===== config.mk =====
export PLATFORM = sky130hd
export DESIGN_NAME = esl_node
export DESIGN_NICKNAME = d
export VERILOG_FILES = /design/src/include/esl_pkg.sv /design/src/hdl/esl_sync.sv /design/src/hdl/esl_fifo.sv /design/src/hdl/esl_node.sv
export SDC_FILE = /design/constraint.sdc
export NUM_CORES = 1
export LEC_CHECK = 0
export BUFFER_PORTS_ARGS = -buffer_cell sky130_fd_sc_hd__buf_2
export CELL_PAD_IN_SITES_DETAIL_PLACEMENT = 1
export CELL_PAD_IN_SITES_GLOBAL_PLACEMENT = 2
export CORE_MARGIN = 1.5
export CORE_UTILIZATION = 39
export DETAILED_ROUTE_END_ITERATION = 12
export GPL_TIMING_DRIVEN = 0
export PLACE_DENSITY_LB_ADDON = 0.05
export SYNTH_ARGS = -nofsm -noshare
export SYNTH_HDL_FRONTEND = slang
export SYNTH_SLANG_ARGS = --single-unit
export TNS_END_PERCENT = 50

===== constraint.sdc =====
create_clock -name CLK_SYS -period 4 [get_ports CLK_SYS]
set_input_delay 1.2 -clock CLK_SYS [delete_from_list [all_inputs] [get_ports CLK_SYS]]
set_output_delay 1.2 -clock CLK_SYS [all_outputs]
set_load 0.05 [all_outputs]

===== src/include/esl_pkg.sv =====
/*
 * Constants, field layouts and shared functions of the serial encoder link node.
 * Assumes a 10 MHz system clock; link timing is derived from it.
 */
package esl_pkg;
	localparam int CLK_NS = 100;
	// static end-of-frame timeout
	localparam int TO_NS = 20000;
	localparam int TO_CYC = (TO_NS / CLK_NS < 1) ? 1 : TO_NS / CLK_NS;
	localparam int TO_CNT_W = 16;

	// process channel defaults
	localparam int DATA_W_DEF = 24;
	localparam int CRC_W_DEF = 6;
	localparam logic [15:0] CRC_POLY_DEF = 16'h0003;
	localparam int START_DLY_DEF = 0;
	localparam int FIFO_DEPTH_DEF = 8;

	// control frame layout, after its start bit
	localparam int CTRL_LEN = 16;
	localparam int CTRL_BCAST_POS = 15;
	localparam int CTRL_ID_LSB = 12;
	localparam int CTRL_ID_W = 3;
	localparam int CTRL_CMD_LSB = 4;
	localparam int CTRL_CMD_W = 8;
	localparam int CTRL_CRC_W = 4;
	localparam logic [15:0] CTRL_POLY = 16'h0003;
	localparam int REPLY_LEN = 1 + CTRL_CMD_W + CTRL_CRC_W;

	// input synchroniser bit positions
	localparam int SYN_CLK = 0;
	localparam int SYN_FWD = 1;
	localparam int SYN_POS = 2;
	localparam int SYN_W = 2 + CTRL_ID_W;

	localparam logic RETURN_IDLE = 1'b1;

	typedef enum logic [1:0] {ST_IDLE, ST_ARMED, ST_SHIFT} esl_state_t;

	// serial crc over the low nbits of data, msb first
	function automatic logic [15:0] esl_crc(input logic [63:0] data, input int nbits,
		input logic [15:0] poly, input int w);
		logic [15:0] crc;
		logic fb;
		crc = 16'h0000;
		for (int i = 63; i >= 0; i--) begin
			if (i < nbits) begin
				fb = data[i] ^ crc[w-1];
				crc = {crc[14:0], 1'b0};
				if (fb) begin
					crc = crc ^ poly;
				end
			end
		end
		for (int j = 0; j < 16; j++) begin
			if (j >= w) begin
				crc[j] = 1'b0;
			end
		end
		return crc;
	endfunction
endpackage


===== src/hdl/esl_sync.sv =====
/*
 * Two flip-flop synchroniser for a group of unrelated level inputs.
 * Assumes each bit is independent; no word coherence is promised.
 */
module esl_sync #(
	parameter int W = 1
) (
	input wire logic clk,
	input wire logic rst_n,
	input wire logic [W-1:0] d,
	output logic [W-1:0] q
);
	logic [W-1:0] meta_r;

	always_ff @(posedge clk) begin
		if (!rst_n) begin
			meta_r <= '1;
			q <= '1;
		end else begin
			meta_r <= d;
			q <= meta_r;
		end
	end
endmodule // esl_sync


===== src/hdl/esl_fifo.sv =====
/*
 * Synchronous FIFO with valid/ready on both sides.
 * Assumes one clock; the reader may stall so the writer sees full.
 */
module esl_fifo #(
	parameter int W = 8,
	parameter int D = 8
) (
	input wire logic clk,
	input wire logic rst_n,
	input wire logic in_valid,
	output logic in_ready,
	input wire logic [W-1:0] in_data,
	output logic out_valid,
	input wire logic out_ready,
	output logic [W-1:0] out_data
);
	localparam int AW = (D > 1) ? $clog2(D) : 1;
	logic [W-1:0] mem [D];
	logic [AW-1:0] wr_r;
	logic [AW-1:0] rd_r;
	logic [AW:0] cnt_r;
	logic [AW:0] cnt_nxt;
	logic push;
	logic pop;

	assign push = in_valid && in_ready;
	assign pop = out_valid && out_ready;
	assign out_valid = (cnt_r != '0);
	assign out_data = mem[rd_r];

	function automatic logic [AW-1:0] adv(input logic [AW-1:0] p);
		return (p == AW'(D - 1)) ? '0 : p + 1'b1;
	endfunction

	always_comb begin
		cnt_nxt = cnt_r;
		if (push && !pop) begin
			cnt_nxt = cnt_r + 1'b1;
		end else if (pop && !push) begin
			cnt_nxt = cnt_r - 1'b1;
		end
	end

	always_ff @(posedge clk) begin
		if (push) begin
			mem[wr_r] <= in_data;
		end
	end

	always_ff @(posedge clk) begin
		if (!rst_n) begin
			wr_r <= '0;
			rd_r <= '0;
			cnt_r <= '0;
			in_ready <= 1'b0;
		end else begin
			if (push) begin
				wr_r <= adv(wr_r);
			end
			if (pop) begin
				rd_r <= adv(rd_r);
			end
			cnt_r <= cnt_nxt;
			in_ready <= (cnt_nxt < (AW + 1)'(D));
		end
	end
endmodule // esl_fifo


===== src/hdl/esl_node.sv =====
/*
 * Slave node of a synchronous serial encoder link: frame shifter, chain pass-through,
 * control frame receiver and timeout. Assumes the link clock is far slower than
 * CLK_SYS (several samples per half period) and arrives unsynchronised.
 */
module esl_node
	import esl_pkg::*;
#(
	parameter int DATA_W = DATA_W_DEF,
	parameter int CRC_W = CRC_W_DEF,
	parameter logic [15:0] CRC_POLY = CRC_POLY_DEF,
	parameter int START_DLY = START_DLY_DEF,
	parameter int FIFO_DEPTH = FIFO_DEPTH_DEF,
	parameter bit ACT_EN = 1'b0
) (
	input wire logic CLK_SYS,
	input wire logic RSTN,
	input wire logic NODE_CLOCK_INPUT,
	input wire logic NODE_FORWARD_INPUT,
	output logic NODE_RETURN_OUTPUT,
	input wire logic [CTRL_ID_W-1:0] NODE_POSITION,
	input wire logic SENS_VALID,
	output logic SENS_READY,
	input wire logic [DATA_W-1:0] SENS_DATA,
	output logic LATCH,
	output logic FRAME_BUSY,
	output logic ACT_VALID,
	output logic [DATA_W-1:0] ACT_DATA,
	output logic ACT_CRC_ERR,
	output logic CMD_VALID,
	output logic CMD_BCAST,
	output logic [CTRL_CMD_W-1:0] CMD_CODE,
	output logic CTRL_CRC_ERR
);
	localparam int CH_W = DATA_W + CRC_W;
	localparam int TX_W = 3 + START_DLY + CH_W;
	localparam int TXC_W = $clog2(TX_W + 1);

	logic [SYN_W-1:0] syn_q;
	logic clk_s;
	logic clk_d_r;
	logic fwd_s;
	logic rise;
	logic fall;
	esl_state_t state_r;
	logic [TX_W-1:0] tx_r;
	logic [TX_W-1:0] tx_nxt;
	logic [TXC_W-1:0] tx_cnt_r;
	logic fwd_bit_r;
	logic [CH_W-1:0] rx_r;
	logic [TO_CNT_W-1:0] to_cnt_r;
	logic timeout;
	logic cdm;
	logic [DATA_W-1:0] hold_r;
	logic fifo_valid;
	logic fifo_pop;
	logic [DATA_W-1:0] fifo_data;
	logic [DATA_W-1:0] chan_data;
	logic [15:0] chan_crc;
	logic [CTRL_ID_W-1:0] id_r;
	logic [CTRL_LEN-1:0] ctrl_r;
	logic [4:0] ctrl_cnt_r;
	logic [CTRL_LEN-1:0] ctrl_frame;
	logic ctrl_done;
	logic ctrl_ok;
	logic ctrl_hit;
	logic [REPLY_LEN-1:0] reply_r;
	logic [3:0] reply_cnt_r;
	logic cds;
	logic [15:0] act_crc;
	logic [15:0] cmd_crc;
	logic [15:0] reply_crc;

	esl_sync #(
		.W(SYN_W)
	) u_sync (
		.clk(CLK_SYS),
		.rst_n(RSTN),
		.d({NODE_POSITION, NODE_FORWARD_INPUT, NODE_CLOCK_INPUT}),
		.q(syn_q)
	);

	assign clk_s = syn_q[SYN_CLK];
	assign fwd_s = syn_q[SYN_FWD];
	assign rise = clk_s && !clk_d_r;
	assign fall = !clk_s && clk_d_r;

	esl_fifo #(
		.W(DATA_W),
		.D(FIFO_DEPTH)
	) u_fifo (
		.clk(CLK_SYS),
		.rst_n(RSTN),
		.in_valid(SENS_VALID),
		.in_ready(SENS_READY),
		.in_data(SENS_DATA),
		.out_valid(fifo_valid),
		.out_ready(fifo_pop),
		.out_data(fifo_data)
	);

	// one sensor word drained per frame at the latch edge, else repeat the last
	assign fifo_pop = (state_r == ST_ARMED) && rise && fifo_valid;
	assign chan_data = fifo_valid ? fifo_data : hold_r;
	assign chan_crc = esl_crc(64'(chan_data), DATA_W, CRC_POLY, CRC_W);
	assign cds = (reply_cnt_r != '0) ? reply_r[REPLY_LEN-1] : 1'b0;

	always_comb begin
		tx_nxt = '0;
		tx_nxt[CH_W-1:0] = {chan_data, ~chan_crc[CRC_W-1:0]};
		tx_nxt[CH_W] = cds;
		tx_nxt[CH_W+1] = 1'b1;
		// ack and the processing delay zeros sit above the start bit
	end

	assign timeout = (state_r != ST_IDLE) && (to_cnt_r == TO_CNT_W'(TO_CYC - 1));
	// controller holds the clock low through the timeout to send a one
	assign cdm = !clk_s;

	always_ff @(posedge CLK_SYS) begin
		if (!RSTN) begin
			clk_d_r <= 1'b1;
		end else begin
			clk_d_r <= clk_s;
		end
	end

	always_ff @(posedge CLK_SYS) begin
		if (!RSTN) begin
			state_r <= ST_IDLE;
		end else begin
			case (state_r)
				ST_IDLE: begin
					if (fall) begin
						state_r <= ST_ARMED;
					end
				end
				ST_ARMED: begin
					if (timeout) begin
						state_r <= ST_IDLE;
					end else if (rise) begin
						state_r <= ST_SHIFT;
					end
				end
				ST_SHIFT: begin
					if (timeout) begin
						state_r <= ST_IDLE;
					end
				end
				default: begin
					state_r <= ST_IDLE;
				end
			endcase
		end
	end

	always_ff @(posedge CLK_SYS) begin
		if (!RSTN) begin
			to_cnt_r <= '0;
		end else if (state_r == ST_IDLE || rise || fall) begin
			to_cnt_r <= '0;
		end else if (!timeout) begin
			to_cnt_r <= to_cnt_r + 1'b1;
		end
	end

	always_ff @(posedge CLK_SYS) begin
		if (!RSTN) begin
			hold_r <= '0;
		end else if (fifo_pop) begin
			hold_r <= fifo_data;
		end
	end

	// own channel first, then the predecessor's bits one clock behind
	always_ff @(posedge CLK_SYS) begin
		if (!RSTN) begin
			tx_r <= '0;
			tx_cnt_r <= '0;
			NODE_RETURN_OUTPUT <= RETURN_IDLE;
		end else if (state_r == ST_ARMED && rise) begin
			tx_r <= tx_nxt;
			tx_cnt_r <= TXC_W'(TX_W);
		end else if (state_r == ST_SHIFT && timeout) begin
			tx_cnt_r <= '0;
			NODE_RETURN_OUTPUT <= RETURN_IDLE;
		end else if (state_r == ST_SHIFT && rise) begin
			if (tx_cnt_r != '0) begin
				NODE_RETURN_OUTPUT <= tx_r[TX_W-1];
				tx_r <= {tx_r[TX_W-2:0], 1'b0};
				tx_cnt_r <= tx_cnt_r - 1'b1;
			end else begin
				NODE_RETURN_OUTPUT <= fwd_bit_r;
			end
		end else if (state_r == ST_IDLE) begin
			NODE_RETURN_OUTPUT <= RETURN_IDLE;
		end
	end

	// forward input feeds both the pass-through bit and the actuator window
	always_ff @(posedge CLK_SYS) begin
		if (!RSTN) begin
			fwd_bit_r <= 1'b0;
			rx_r <= '0;
		end else if (state_r == ST_SHIFT && fall) begin
			fwd_bit_r <= fwd_s;
			rx_r <= {rx_r[CH_W-2:0], fwd_s};
		end
	end

	assign act_crc = esl_crc(64'(rx_r[CH_W-1:CRC_W]), DATA_W, CRC_POLY, CRC_W);

	// actuator channel: last bits clocked in before the timeout; off when tied low
	always_ff @(posedge CLK_SYS) begin
		if (!RSTN) begin
			ACT_VALID <= 1'b0;
			ACT_CRC_ERR <= 1'b0;
			ACT_DATA <= '0;
		end else begin
			ACT_VALID <= 1'b0;
			ACT_CRC_ERR <= 1'b0;
			if (ACT_EN && state_r == ST_SHIFT && timeout) begin
				if (~rx_r[CRC_W-1:0] == act_crc[CRC_W-1:0]) begin
					ACT_VALID <= 1'b1;
					ACT_DATA <= rx_r[CH_W-1:CRC_W];
				end else begin
					ACT_CRC_ERR <= 1'b1;
				end
			end
		end
	end

	always_ff @(posedge CLK_SYS) begin
		if (!RSTN) begin
			LATCH <= 1'b0;
			FRAME_BUSY <= 1'b0;
		end else begin
			LATCH <= (state_r == ST_ARMED) && rise;
			FRAME_BUSY <= (state_r != ST_IDLE) && !timeout;
		end
	end

	always_ff @(posedge CLK_SYS) begin
		if (!RSTN) begin
			id_r <= '0;
		end else begin
			id_r <= syn_q[SYN_POS+CTRL_ID_W-1:SYN_POS];
		end
	end

	// control frame: a one starts it, then CTRL_LEN bits, one per frame
	assign ctrl_frame = {ctrl_r[CTRL_LEN-2:0], cdm};
	assign ctrl_done = timeout && (ctrl_cnt_r == 5'd1);
	assign cmd_crc = esl_crc(64'(ctrl_frame[CTRL_LEN-1:CTRL_CRC_W]), CTRL_LEN - CTRL_CRC_W,
		CTRL_POLY, CTRL_CRC_W);
	assign ctrl_ok = (~ctrl_frame[CTRL_CRC_W-1:0] == cmd_crc[CTRL_CRC_W-1:0]);
	assign reply_crc = ~esl_crc(64'(ctrl_frame[CTRL_CMD_LSB+CTRL_CMD_W-1:CTRL_CMD_LSB]),
		CTRL_CMD_W, CTRL_POLY, CTRL_CRC_W);
	assign ctrl_hit = ctrl_frame[CTRL_BCAST_POS] ||
		(ctrl_frame[CTRL_ID_LSB+CTRL_ID_W-1:CTRL_ID_LSB] == id_r);

	always_ff @(posedge CLK_SYS) begin
		if (!RSTN) begin
			ctrl_r <= '0;
			ctrl_cnt_r <= '0;
		end else if (timeout) begin
			if (ctrl_cnt_r != '0) begin
				ctrl_r <= ctrl_frame;
				ctrl_cnt_r <= ctrl_cnt_r - 1'b1;
			end else if (cdm) begin
				ctrl_cnt_r <= 5'(CTRL_LEN);
			end
		end
	end

	always_ff @(posedge CLK_SYS) begin
		if (!RSTN) begin
			CMD_VALID <= 1'b0;
			CMD_BCAST <= 1'b0;
			CMD_CODE <= '0;
			CTRL_CRC_ERR <= 1'b0;
		end else begin
			CMD_VALID <= 1'b0;
			CTRL_CRC_ERR <= 1'b0;
			if (ctrl_done && !ctrl_ok) begin
				CTRL_CRC_ERR <= 1'b1;
			end else if (ctrl_done && ctrl_hit) begin
				CMD_VALID <= 1'b1;
				CMD_BCAST <= ctrl_frame[CTRL_BCAST_POS];
				CMD_CODE <= ctrl_frame[CTRL_CMD_LSB+CTRL_CMD_W-1:CTRL_CMD_LSB];
			end
		end
	end

	// reply on the slave control bit: start, echoed command, inverted crc
	always_ff @(posedge CLK_SYS) begin
		if (!RSTN) begin
			reply_r <= '0;
			reply_cnt_r <= '0;
		end else if (ctrl_done && ctrl_ok && ctrl_hit && !ctrl_frame[CTRL_BCAST_POS]) begin
			reply_r <= {1'b1, ctrl_frame[CTRL_CMD_LSB+CTRL_CMD_W-1:CTRL_CMD_LSB],
				reply_crc[CTRL_CRC_W-1:0]};
			reply_cnt_r <= 4'(REPLY_LEN);
		end else if (state_r == ST_ARMED && rise && reply_cnt_r != '0) begin
			reply_r <= {reply_r[REPLY_LEN-2:0], 1'b0};
			reply_cnt_r <= reply_cnt_r - 1'b1;
		end
	end
endmodule // esl_node


==> Word-level counts from Yosys, hierarchy flattened <==
Memories as Yosys holds them, arrays and structs flattened. A register that Yosys moved wholly into a read port is not among the register bits.
Cells that the tools add are included.
{ "totals": {"regBits": 158, "latchBits": 0, "ram_bits": 192, "rom_bits": 0, "in_bits": 32, "output_inout_bits": 41, "word_cells": 275, "n_memories": 1} }
{ "mem_list": {"columns": ["memory", "words", "width", "read_ports", "rd_clocked_by_memory_dff", "wr", "line_no", "text"], "rows": [
  ["u_fifo.mem", 8, 24, 1, 1, 1, "esl_fifo.sv:19", "logic [W-1:0] mem [D];"]
]} }
{ "op_classes": {"addsub": 8, "multipliers": 0, "div": 0, "n_lt_le_gt_ge": 1, "eq_ne": 13, "shift": 0, "muxes": 79, "bitwise": 89, "reduce_logical": 56} }
{ "op_table": {"columns": ["cell", "n"], "rows": [
  ["two-way mux 32 bit", 4],
  ["two-way mux 2 bit", 48],
  ["NOT 2 bit", 41],
  ["bitwise XOR 1 bit", 33],
  ["two-way mux 13 bit", 2],
  ["two-way mux 24 bit", 1],
  ["two-way mux 6 bit", 4],
  ["logical AND 1 bit", 20],
  ["adder 16 x 1 -> 16 bit (second input constant)", 1],
  ["equality test 16 x 8 -> 1 bit (second input constant)", 1],
  ["two-way mux 4 bit", 4],
  ["two-way mux 3 bit", 4],
  ["AND reduction 2 bit", 6],
  ["two-way mux 5 bit", 2],
  ["two-way mux 1 bit", 9],
  ["AND reduction 3 bit", 3],
  ["nonzero test 3 bit", 3],
  ["!= test 2 bit (second input constant)", 4],
  ["NOT 4 bit", 2],
  ["nonzero test 2 bit", 4],
  ["nonzero test 4 bit", 2],
  ["OR reduction 2 bit", 4],
  ["subtractor 4 x 1 -> 4 bit (second input constant)", 2],
  ["bitwise XOR 1 bit (second input constant)", 8],
  ["other kinds (21)", 34]
]} }

==> Depth between registers and ports, before layout <==
Gate-level depths: netlist of run 1.
{ "depth": {"ltp_word": 51, "depth_mapped": 15, "mapped_depth_nobuf": 11} }

==> Hierarchy <==
From an unflattened synthesis of run 1, not the netlist that was laid out.
{ "hier_totals": {"hier_cells": 1189, "area_unflattened_um2": 15462.3} }
{ "by_module_without_submodules": {"columns": ["module", "n_inst", "cells_per_inst", "area_each_um2", "seq_area_each_um2"], "rows": [
  ["esl_fifo", 1, 367, 8032.7, 6045.8],
  ["esl_node", 1, 802, 7166.9, 2742.6],
  ["esl_sync", 1, 20, 262.8, 200.2]
]} }

==> Least setup slack after synthesis of run 1 <==
Ideal clock, no wire load.
{ "synth_path": {"path_kind": "input port to flip-flop", "from": "in SENS_VALID", "to": "mem u_fifo.mem[0][0] (netlist name), enable pin", "setup_ps": 466, "t_arrival_ps": 3807, "t_required_ps": 3534, "slack_ps": -273, "path_stages": 3, "path_buffers": 1, "path_cell_list": "nand2_1 clkbuf_1 nor4_1"} }
{ "synth_via": {"elab_chain_len": 3} }
{ "synth_lines": {"columns": ["item", "line_no", "text"], "rows": [
  ["start: declaration", "esl_node.sv:22", "input wire logic SENS_VALID,"],
  ["logical AND 1 bit", "esl_fifo.sv:27", "assign push = in_valid && in_ready;"],
  ["two-way mux 1 bit", "esl_fifo.sv:46", "if (push) begin"],
  ["two-way mux 1 bit (not written as such)", "esl_fifo.sv:47", "mem[wr_r] <= in_data;"],
  ["end: declaration", "esl_fifo.sv:19", null]
]} }
No other way between the ends.

==> reports/results.tsv, run 1 <==
stage	metric	value	unit
synth	yosys warns	0	
timing	Worst-Margin Slew	0.926	ns
floorplan	Total Die Area	0.0394	mm^2
worst_setup_path	Crit Path Max Fanout	10	
synth	Post-synth EDFFs	192	
timing	Final setup viols	0	
synth	Synth Cell Area	0.0149	mm^2
floorplan	Vert. Die Dim	198	um
final_layout	# diodes	0	
clock_tree	Post-CTS Setup Inserts	0	
pwr	Leakage	5.87	nW
floorplan	Starting Density	0.396	
synth	most frequent cell after synthesis	edfxtp_1	
clock_tree	CTS Buf Count	41	
global_route	initial antenna violation count	1	
synth	post-synth cell types	58	
global_route	largest net degree at the start of global routing	24	
clock_tree	clock latency on the worst-skew pair	0.57	ns
timing	final setup skew	0.0212	ns
floorplan	core box area	0.0377	mm^2
clock_tree	Max Buffers Root-to-Sink	3	
final_layout	area delta synth->final	17.2	%
synth	top cells by area, synth	edfxtp_1, dfxtp_1, mux4_2	
clock_tree	Worst-path clk slew	0.06	ns
place	Post-Place Cells	1777	
timing	post-layout minimum cycle time	3.71	ns
synth	Post-synth ARST share	0	
global_route	number of global-route vias before repair	9557	
worst_setup_path	CP arrival	4.19	ns
min_path	hold crit path type	flop to flop	
clock_tree	CTS tree	done	
timing	RSZ-0062 raised after global routing	false	
final_layout	# fillers	3966	
place	PortBufs	46	
pwr	PwrDens	462	mW/mm^2
place	post-DP HPWL	24.7	mm
synth	Yosys top cell by area	edfxtp_1	
global_route	overall routing resource usage	0.190	
drt	Initial DRT Pass Iterations	4	
final_layout	layout cells sized above 1	0.176	
final_layout	non-filler cells, final	1849	
floorplan	Boundary Pins	73	
synth	Cells after Synth	1179	
synth	sequential share of the synthesized area	0.603	
timing	Final Cycle Share	0.928	
drt	post-route ant nets	0	
clock_tree	Root Buffer	clkbuf_16	
worst_setup_path	WS Path Type	flop to flop	
synth	Seq cells post-synth	353	
flow_run	Max Cap Viol	0	
timing	f_max	269	MHz
global_route	first-pass GRT wire length	56.9	mm
timing	Fin Hold WS	0.411	ns
worst_setup_path	Critical Path Start Type	flop	
drt	Vias per Instance	5.01	
drt	DR vias	9265	
worst_setup_path	crit path capture type	flop	
drt	WL final	35.9	mm
floorplan	Die Width	198	um
final_layout	nets	1354	
synth	Post-synth top cells	edfxtp_1, dfxtp_1, nor2_1, nand2_1, a21oi_1	
worst_setup_path	Worst Path Required	4.47	ns
drt	drc violations	0	
drt	wire length per cell	19.4	um
synth	ys flop type	edfxtp_1	
pwr	maximum vdd drop	372	uV
clock_tree	htree depth	2	
clock_tree	CTS Sinks	353	
synth	Avg Cell Area, Syn	12.6	um^2
status	status	completed	
floorplan	Rows	71	
synth	share of the synthesized area in the top cell type	0.387	
timing	Final Max Tran Viols	0	
timing	relative slew slack	0.382	
place	placer congestion estimate	0.722	
timing	Final Hold Fails	0	
drt	DRT iter0 DRCs	387	
global_route	Remaining Overflow, GRT	0	
[cell families (layout without fill, tap and decap cells)]
family	Yosys count	after routing	synth area share
xor+xnor	93	93	0.0654
compound gates	153	153	0.0672
buf+inv	111	245	0.0378
flops	353	353	0.603
other cells	1	26	0.000252
fa+ha+maj	14	14	0.0118
simple gates	350	350	0.104
mux	104	104	0.111
[critical path, stage by stage (launching register included)]
cell and delay, ns:
dfxtp_1 0.35, buf_4 0.24, buf_4 0.27, buf_2 0.32
mux2i_1 0.48, a21o_1 0.26, xor2_1 0.29, xor2_1 0.33
xnor3_1 0.52, xor2_1 0.19, xnor2_1 0.16, a221oi_2 0.20
[power by group]
group,switching [mW],total (mW),internal (mW)
registers,0.0132,3.86,3.85
logic,0.337,0.564,0.227
clock network,1.52,3.65,2.13
total,1.87,8.08,6.21
[worst paths after layout]
kind                            slack (ns)              from  cells after the start          end
worst min-delay path                  0.41  u_sync.meta_r[4]                      1  u_sync.q[4]
worst min register to register        0.41  u_sync.meta_r[4]                      1  u_sync.q[4]
worst max-delay path                  0.29              flop                     11      tx_r[1]
worst max register to register        0.29              flop                     11      tx_r[1]
[per-layer routing]
layer  routed length [um]  track usage  share of wire  up-vias
met5                   13            0        0.00036        -
met2                17300        0.319           0.48      105
met4                  725       0.0617          0.020        2
li1                     -            -              -     4480
met1                16800        0.253           0.47     4626
met3                 1040       0.0293          0.029       52
[state kept, by name, indices dropped and copies added, names as in the netlist, 2 cells and up, named ones only]
signal / flops
reply_r: 13
u_fifo.rd_r: 3
u_sync.q: 5
to_cnt_r: 16
ctrl_r: 15
tx_cnt_r: 6
hold_r: 24
u_sync.meta_r: 5
CMD_CODE: 8
id_r: 3
ctrl_cnt_r: 5
u_fifo.cnt_r: 4
u_fifo.wr_r: 3
reply_cnt_r: 4
state_r: 2
u_fifo.mem: 192
tx_r: 33
[final cells by class]
class                   instances  area [um^2]  area share
flip-flops and latches        353         8990       0.515
multi-input cells             740         5510       0.316
clock buffers                  53         1120      0.0643
well taps                     511          639      0.0366
plain buffers                  97          515      0.0295
repair buffers                 62          448      0.0256
clock inverters                20          188      0.0107
inverters                      13         51.3     0.00294
[metrics by stage]
stage / cell area, um^2 / worst slack, ns / total power, mW / utilization / setup TNS (ns)
finish: 17500 / 0.287 / 8.08 / 0.464 / 0
global route: 17500 / 0.0111 / 8.36 / 0.464 / 0
CTS: 17500 / 0.0149 / 8.20 / 0.463 / 0
detailed placement: 16100 / -0.776 / 4.51 / 0.429 / -2.25
global placement: 15900 / -1.97 / 4.50 / 0.421 / -207.62
floorplan: 15000 / 0.345 / 4.36 / - / 0
[what timing repair did]
| action | in CTS | in global routing |
|---|---|---|
| setup endpoints to repair | 6 | 3 |
| hold buffers | 0 | 0 |
| hold endpoints to repair | 0 | 0 |
| gates resized for setup | 3 | 5 |
| pin swaps | 0 | 0 |
[placed cells by master, fill, tap and decap left out, drive strengths merged, types with 10 or more instances in the layout]
cell    instances
a211oi         41
nand2         100
clkinv         14
nor3           26
buf           113
conb           26
clkbuf         99
xnor2          49
mux2i          55
dfxtp         161
nand2b         18
nand3          11
inv            16
edfxtp        192
xor2           33
mux4           46
ha             14
a311oi         13
nor2          146
o21ai          15
a21oi          56
xnor3          10
Power figures use the tool's default switching activity.
==> run 2, diff against run 1 <==
--- a/config.mk
+++ b/config.mk
@@ -13,6 +13,7 @@
 export DETAILED_ROUTE_END_ITERATION = 12
 export GPL_TIMING_DRIVEN = 0
 export PLACE_DENSITY_LB_ADDON = 0.05
+export RECOVER_POWER = 100
 export SYNTH_ARGS = -nofsm -noshare
 export SYNTH_HDL_FRONTEND = slang
 export SYNTH_SLANG_ARGS = --single-unit
==> run 2 against run 1 <==
Net effect:
- the run now ends with max-capacitance violations, max-slew violations left
- clock-buffer cell count stayed put
- clock skew decreased by 0.00089 ns
- first-iteration DRC count up 6.7%
- combinational power is 1% lower
- sequential cell count unchanged
- routed wire length hardly changed
- die area stayed put
- worst setup slack lost 0.0034 ns
==> reports/results.tsv, run 2 (same netlist as run 1, synthesis figures left out) <==
stage	metric	value	unit
drt	post-route ant nets	0	
global_route	Remaining Overflow, GRT	0	
clock_tree	clock latency on the worst-skew pair	0.57	ns
global_route	initial antenna violation count	0	
timing	post-layout minimum cycle time	3.72	ns
clock_tree	Root Buffer	clkbuf_16	
drt	wire length per cell	19.4	um
timing	Worst-Margin Slew	2.27	ns
timing	Final Cycle Share	0.929	
global_route	overall routing resource usage	0.190	
worst_setup_path	r2r setup slk	0.28	ns
final_layout	largest register by flop count	u_fifo.mem	
clock_tree	Max Buffers Root-to-Sink	3	
timing	relative slew slack	-0.529	
clock_tree	CTS Sinks	353	
floorplan	core box area	0.0377	mm^2
worst_setup_path	WS Path Type	flop to flop	
flow_run	Max Cap Viol	5	
worst_setup_path	buffers and inverters on the worst path	3	
place	placer congestion estimate	0.722	
final_layout	nets	1354	
timing	Final setup viols	0	
worst_setup_path	CP dominant cell by count	xor2_1	
worst_setup_path	Critical Path Start Type	flop	
final_layout	commonest cells after routing, fill and taps aside	edfxtp_1, dfxtp_1, nor2_1, clkbuf_1, nand2_1	
timing	Final Hold Fails	0	
worst_setup_path	Worst Path Required	4.47	ns
clock_tree	CTS tree	done	
drt	WL final	35.9	mm
clock_tree	Worst-path clk slew	0.06	ns
status	failing checks	max-capacitance violations, max-slew violations	
drt	DRT iter0 DRCs	413	
final_layout	layout cells sized above 1	0.127	
global_route	first-pass GRT wire length	56.9	mm
clock_tree	htree depth	2	
floorplan	Boundary Pins	73	
worst_setup_path	Crit Path Max Fanout	10	
clock_tree	CTS Buf Count	41	
final_layout	register area	0.00899	mm^2
global_route	number of global-route vias before repair	9557	
pwr	Leakage	5.64	nW
timing	RSZ-0062 raised after global routing	false	
floorplan	Rows	71	
final_layout	commonest non-fill, non-tap cell in the layout	edfxtp_1	
final_layout	max reg flops	192	
final_layout	multi-input logic area	0.00545	mm^2
final_layout	Final Util	0.457	
worst_setup_path	worst-path cell chain	buf_4, buf_4, clkbuf_2, mux2i_1, a21o_1, xor2_1, xor2_1, xnor3_1, xor2_1, xnor2_1, a221oi_2	
place	pre-CTS WS	-0.776	ns
floorplan	Vert. Die Dim	198	um
drt	drc violations	0	
place	post-DP HPWL	24.7	mm
worst_setup_path	slowest stage cell, crit path	xnor3_1	
drt	Vias per Instance	5.01	
drt	Initial DRT Pass Iterations	4	
pwr	maximum vdd drop	371	uV
timing	post-layout worst setup margin	0.284	ns
floorplan	Die Width	198	um
worst_setup_path	CP arrival	4.19	ns
drt	DR vias	9262	
pwr	PwrDens	469	mW/mm^2
worst_setup_path	Crit path largest cell delay	0.52	ns
floorplan	Total Die Area	0.0394	mm^2
worst_setup_path	crit path capture type	flop	
global_route	largest net degree at the start of global routing	24	
final_layout	area delta synth->final	15.5	%
floorplan	Starting Density	0.396	
final_layout	# fillers	4006	
timing	Final Max Tran Viols	78	
final_layout	largest registers	u_fifo.mem (192), tx_r (33), hold_r (24)	
worst_setup_path	CP top delay family	XOR/XNOR gates	
status	status	finished, violations left	
timing	final setup skew	0.0203	ns
place	PortBufs	46	
min_path	hold crit path type	flop to flop	
timing	f_max	269	MHz
final_layout	# diodes	0	
## run 2: changes by cell type in the layout (fill, tap and decap cells not counted), moves of 4 or more
| cell | previous run | this run |
|---|---|---|
| and2_0 | 0 | 4 |
| and2_1 | 7 | 3 |
| buf_1 | 6 | 1 |
| buf_2 | 58 | 14 |
| buf_6 | 11 | 3 |
| clkbuf_1 | 53 | 113 |
| clkbuf_2 | 1 | 5 |
| nor3_1 | 22 | 26 |
| nor3_2 | 4 | 0 |
## run 2: final timing paths
| kind | startpoint | to | cells after the start |
|---|---|---|---|
| setup / recovery | flop | tx_r[1] | 11 |
| hold / removal | u_sync.meta_r[4] | u_sync.q[4] | 1 |
| setup reg to reg | flop | tx_r[1] | 11 |
| hold reg to reg | u_sync.meta_r[4] | u_sync.q[4] | 1 |
## run 2: what timing repair did
action / in CTS / in global routing
setup endpoints to repair: 6 / 3
hold buffers: 0 / 0
gates cloned: 0 / 0
resized for setup: 3 / 5
setup buffers: 0 / 0
## run 2: report_power, final
group,switching [mW],leakage [nW],internal [mW]
combinational,0.336,1.96,0.220
clock,1.52,0.649,2.13
sequential,0.0126,3.04,3.85
total,1.87,5.64,6.20
## run 2: through the flow
stage	hold slack [ns]	instances	setup TNS [ns]	instance area [um^2]	power, mW
2_1_floorplan	0.386	1204	0	15000	4.36
3_3_place_gp	0.398	1761	-207.62	15900	4.50
3_5_place_dp	0.403	1777	-2.25	16100	4.51
4_1_cts	0.418	1849	0	17500	8.20
5_1_grt	0.431	1849	0	17200	8.36
6_report	0.411	1849	0	17200	8.07
## run 2: area by class of cell
cell class	instances	area share
flip-flops and latches	353	0.522
multi-input cells	740	0.317
clock buffers	53	0.0652
well taps	511	0.0372
plain buffers	97	0.0298
repair buffers	62	0.0148
clock inverters	20	0.0109
inverters	13	0.00298
## run 2: worst reg2reg max path, stage by stage (launching register included)
cell and delay (ns):
dfxtp_1 0.35, buf_4 0.24, buf_4 0.27, clkbuf_2 0.34
mux2i_1 0.48, a21o_1 0.26, xor2_1 0.29, xor2_1 0.33
xnor3_1 0.52, xor2_1 0.19, xnor2_1 0.16, a221oi_2 0.20
## run 2: metal layers
layer / track usage / up-vias / routed length (um)
li1: - / 4485 / -
met1: 0.253 / 4613 / 16700
met2: 0.319 / 112 / 17300
met3: 0.0293 / 52 / 1110
met4: 0.0617 / 0 / 742
met5: 0 / - / 0
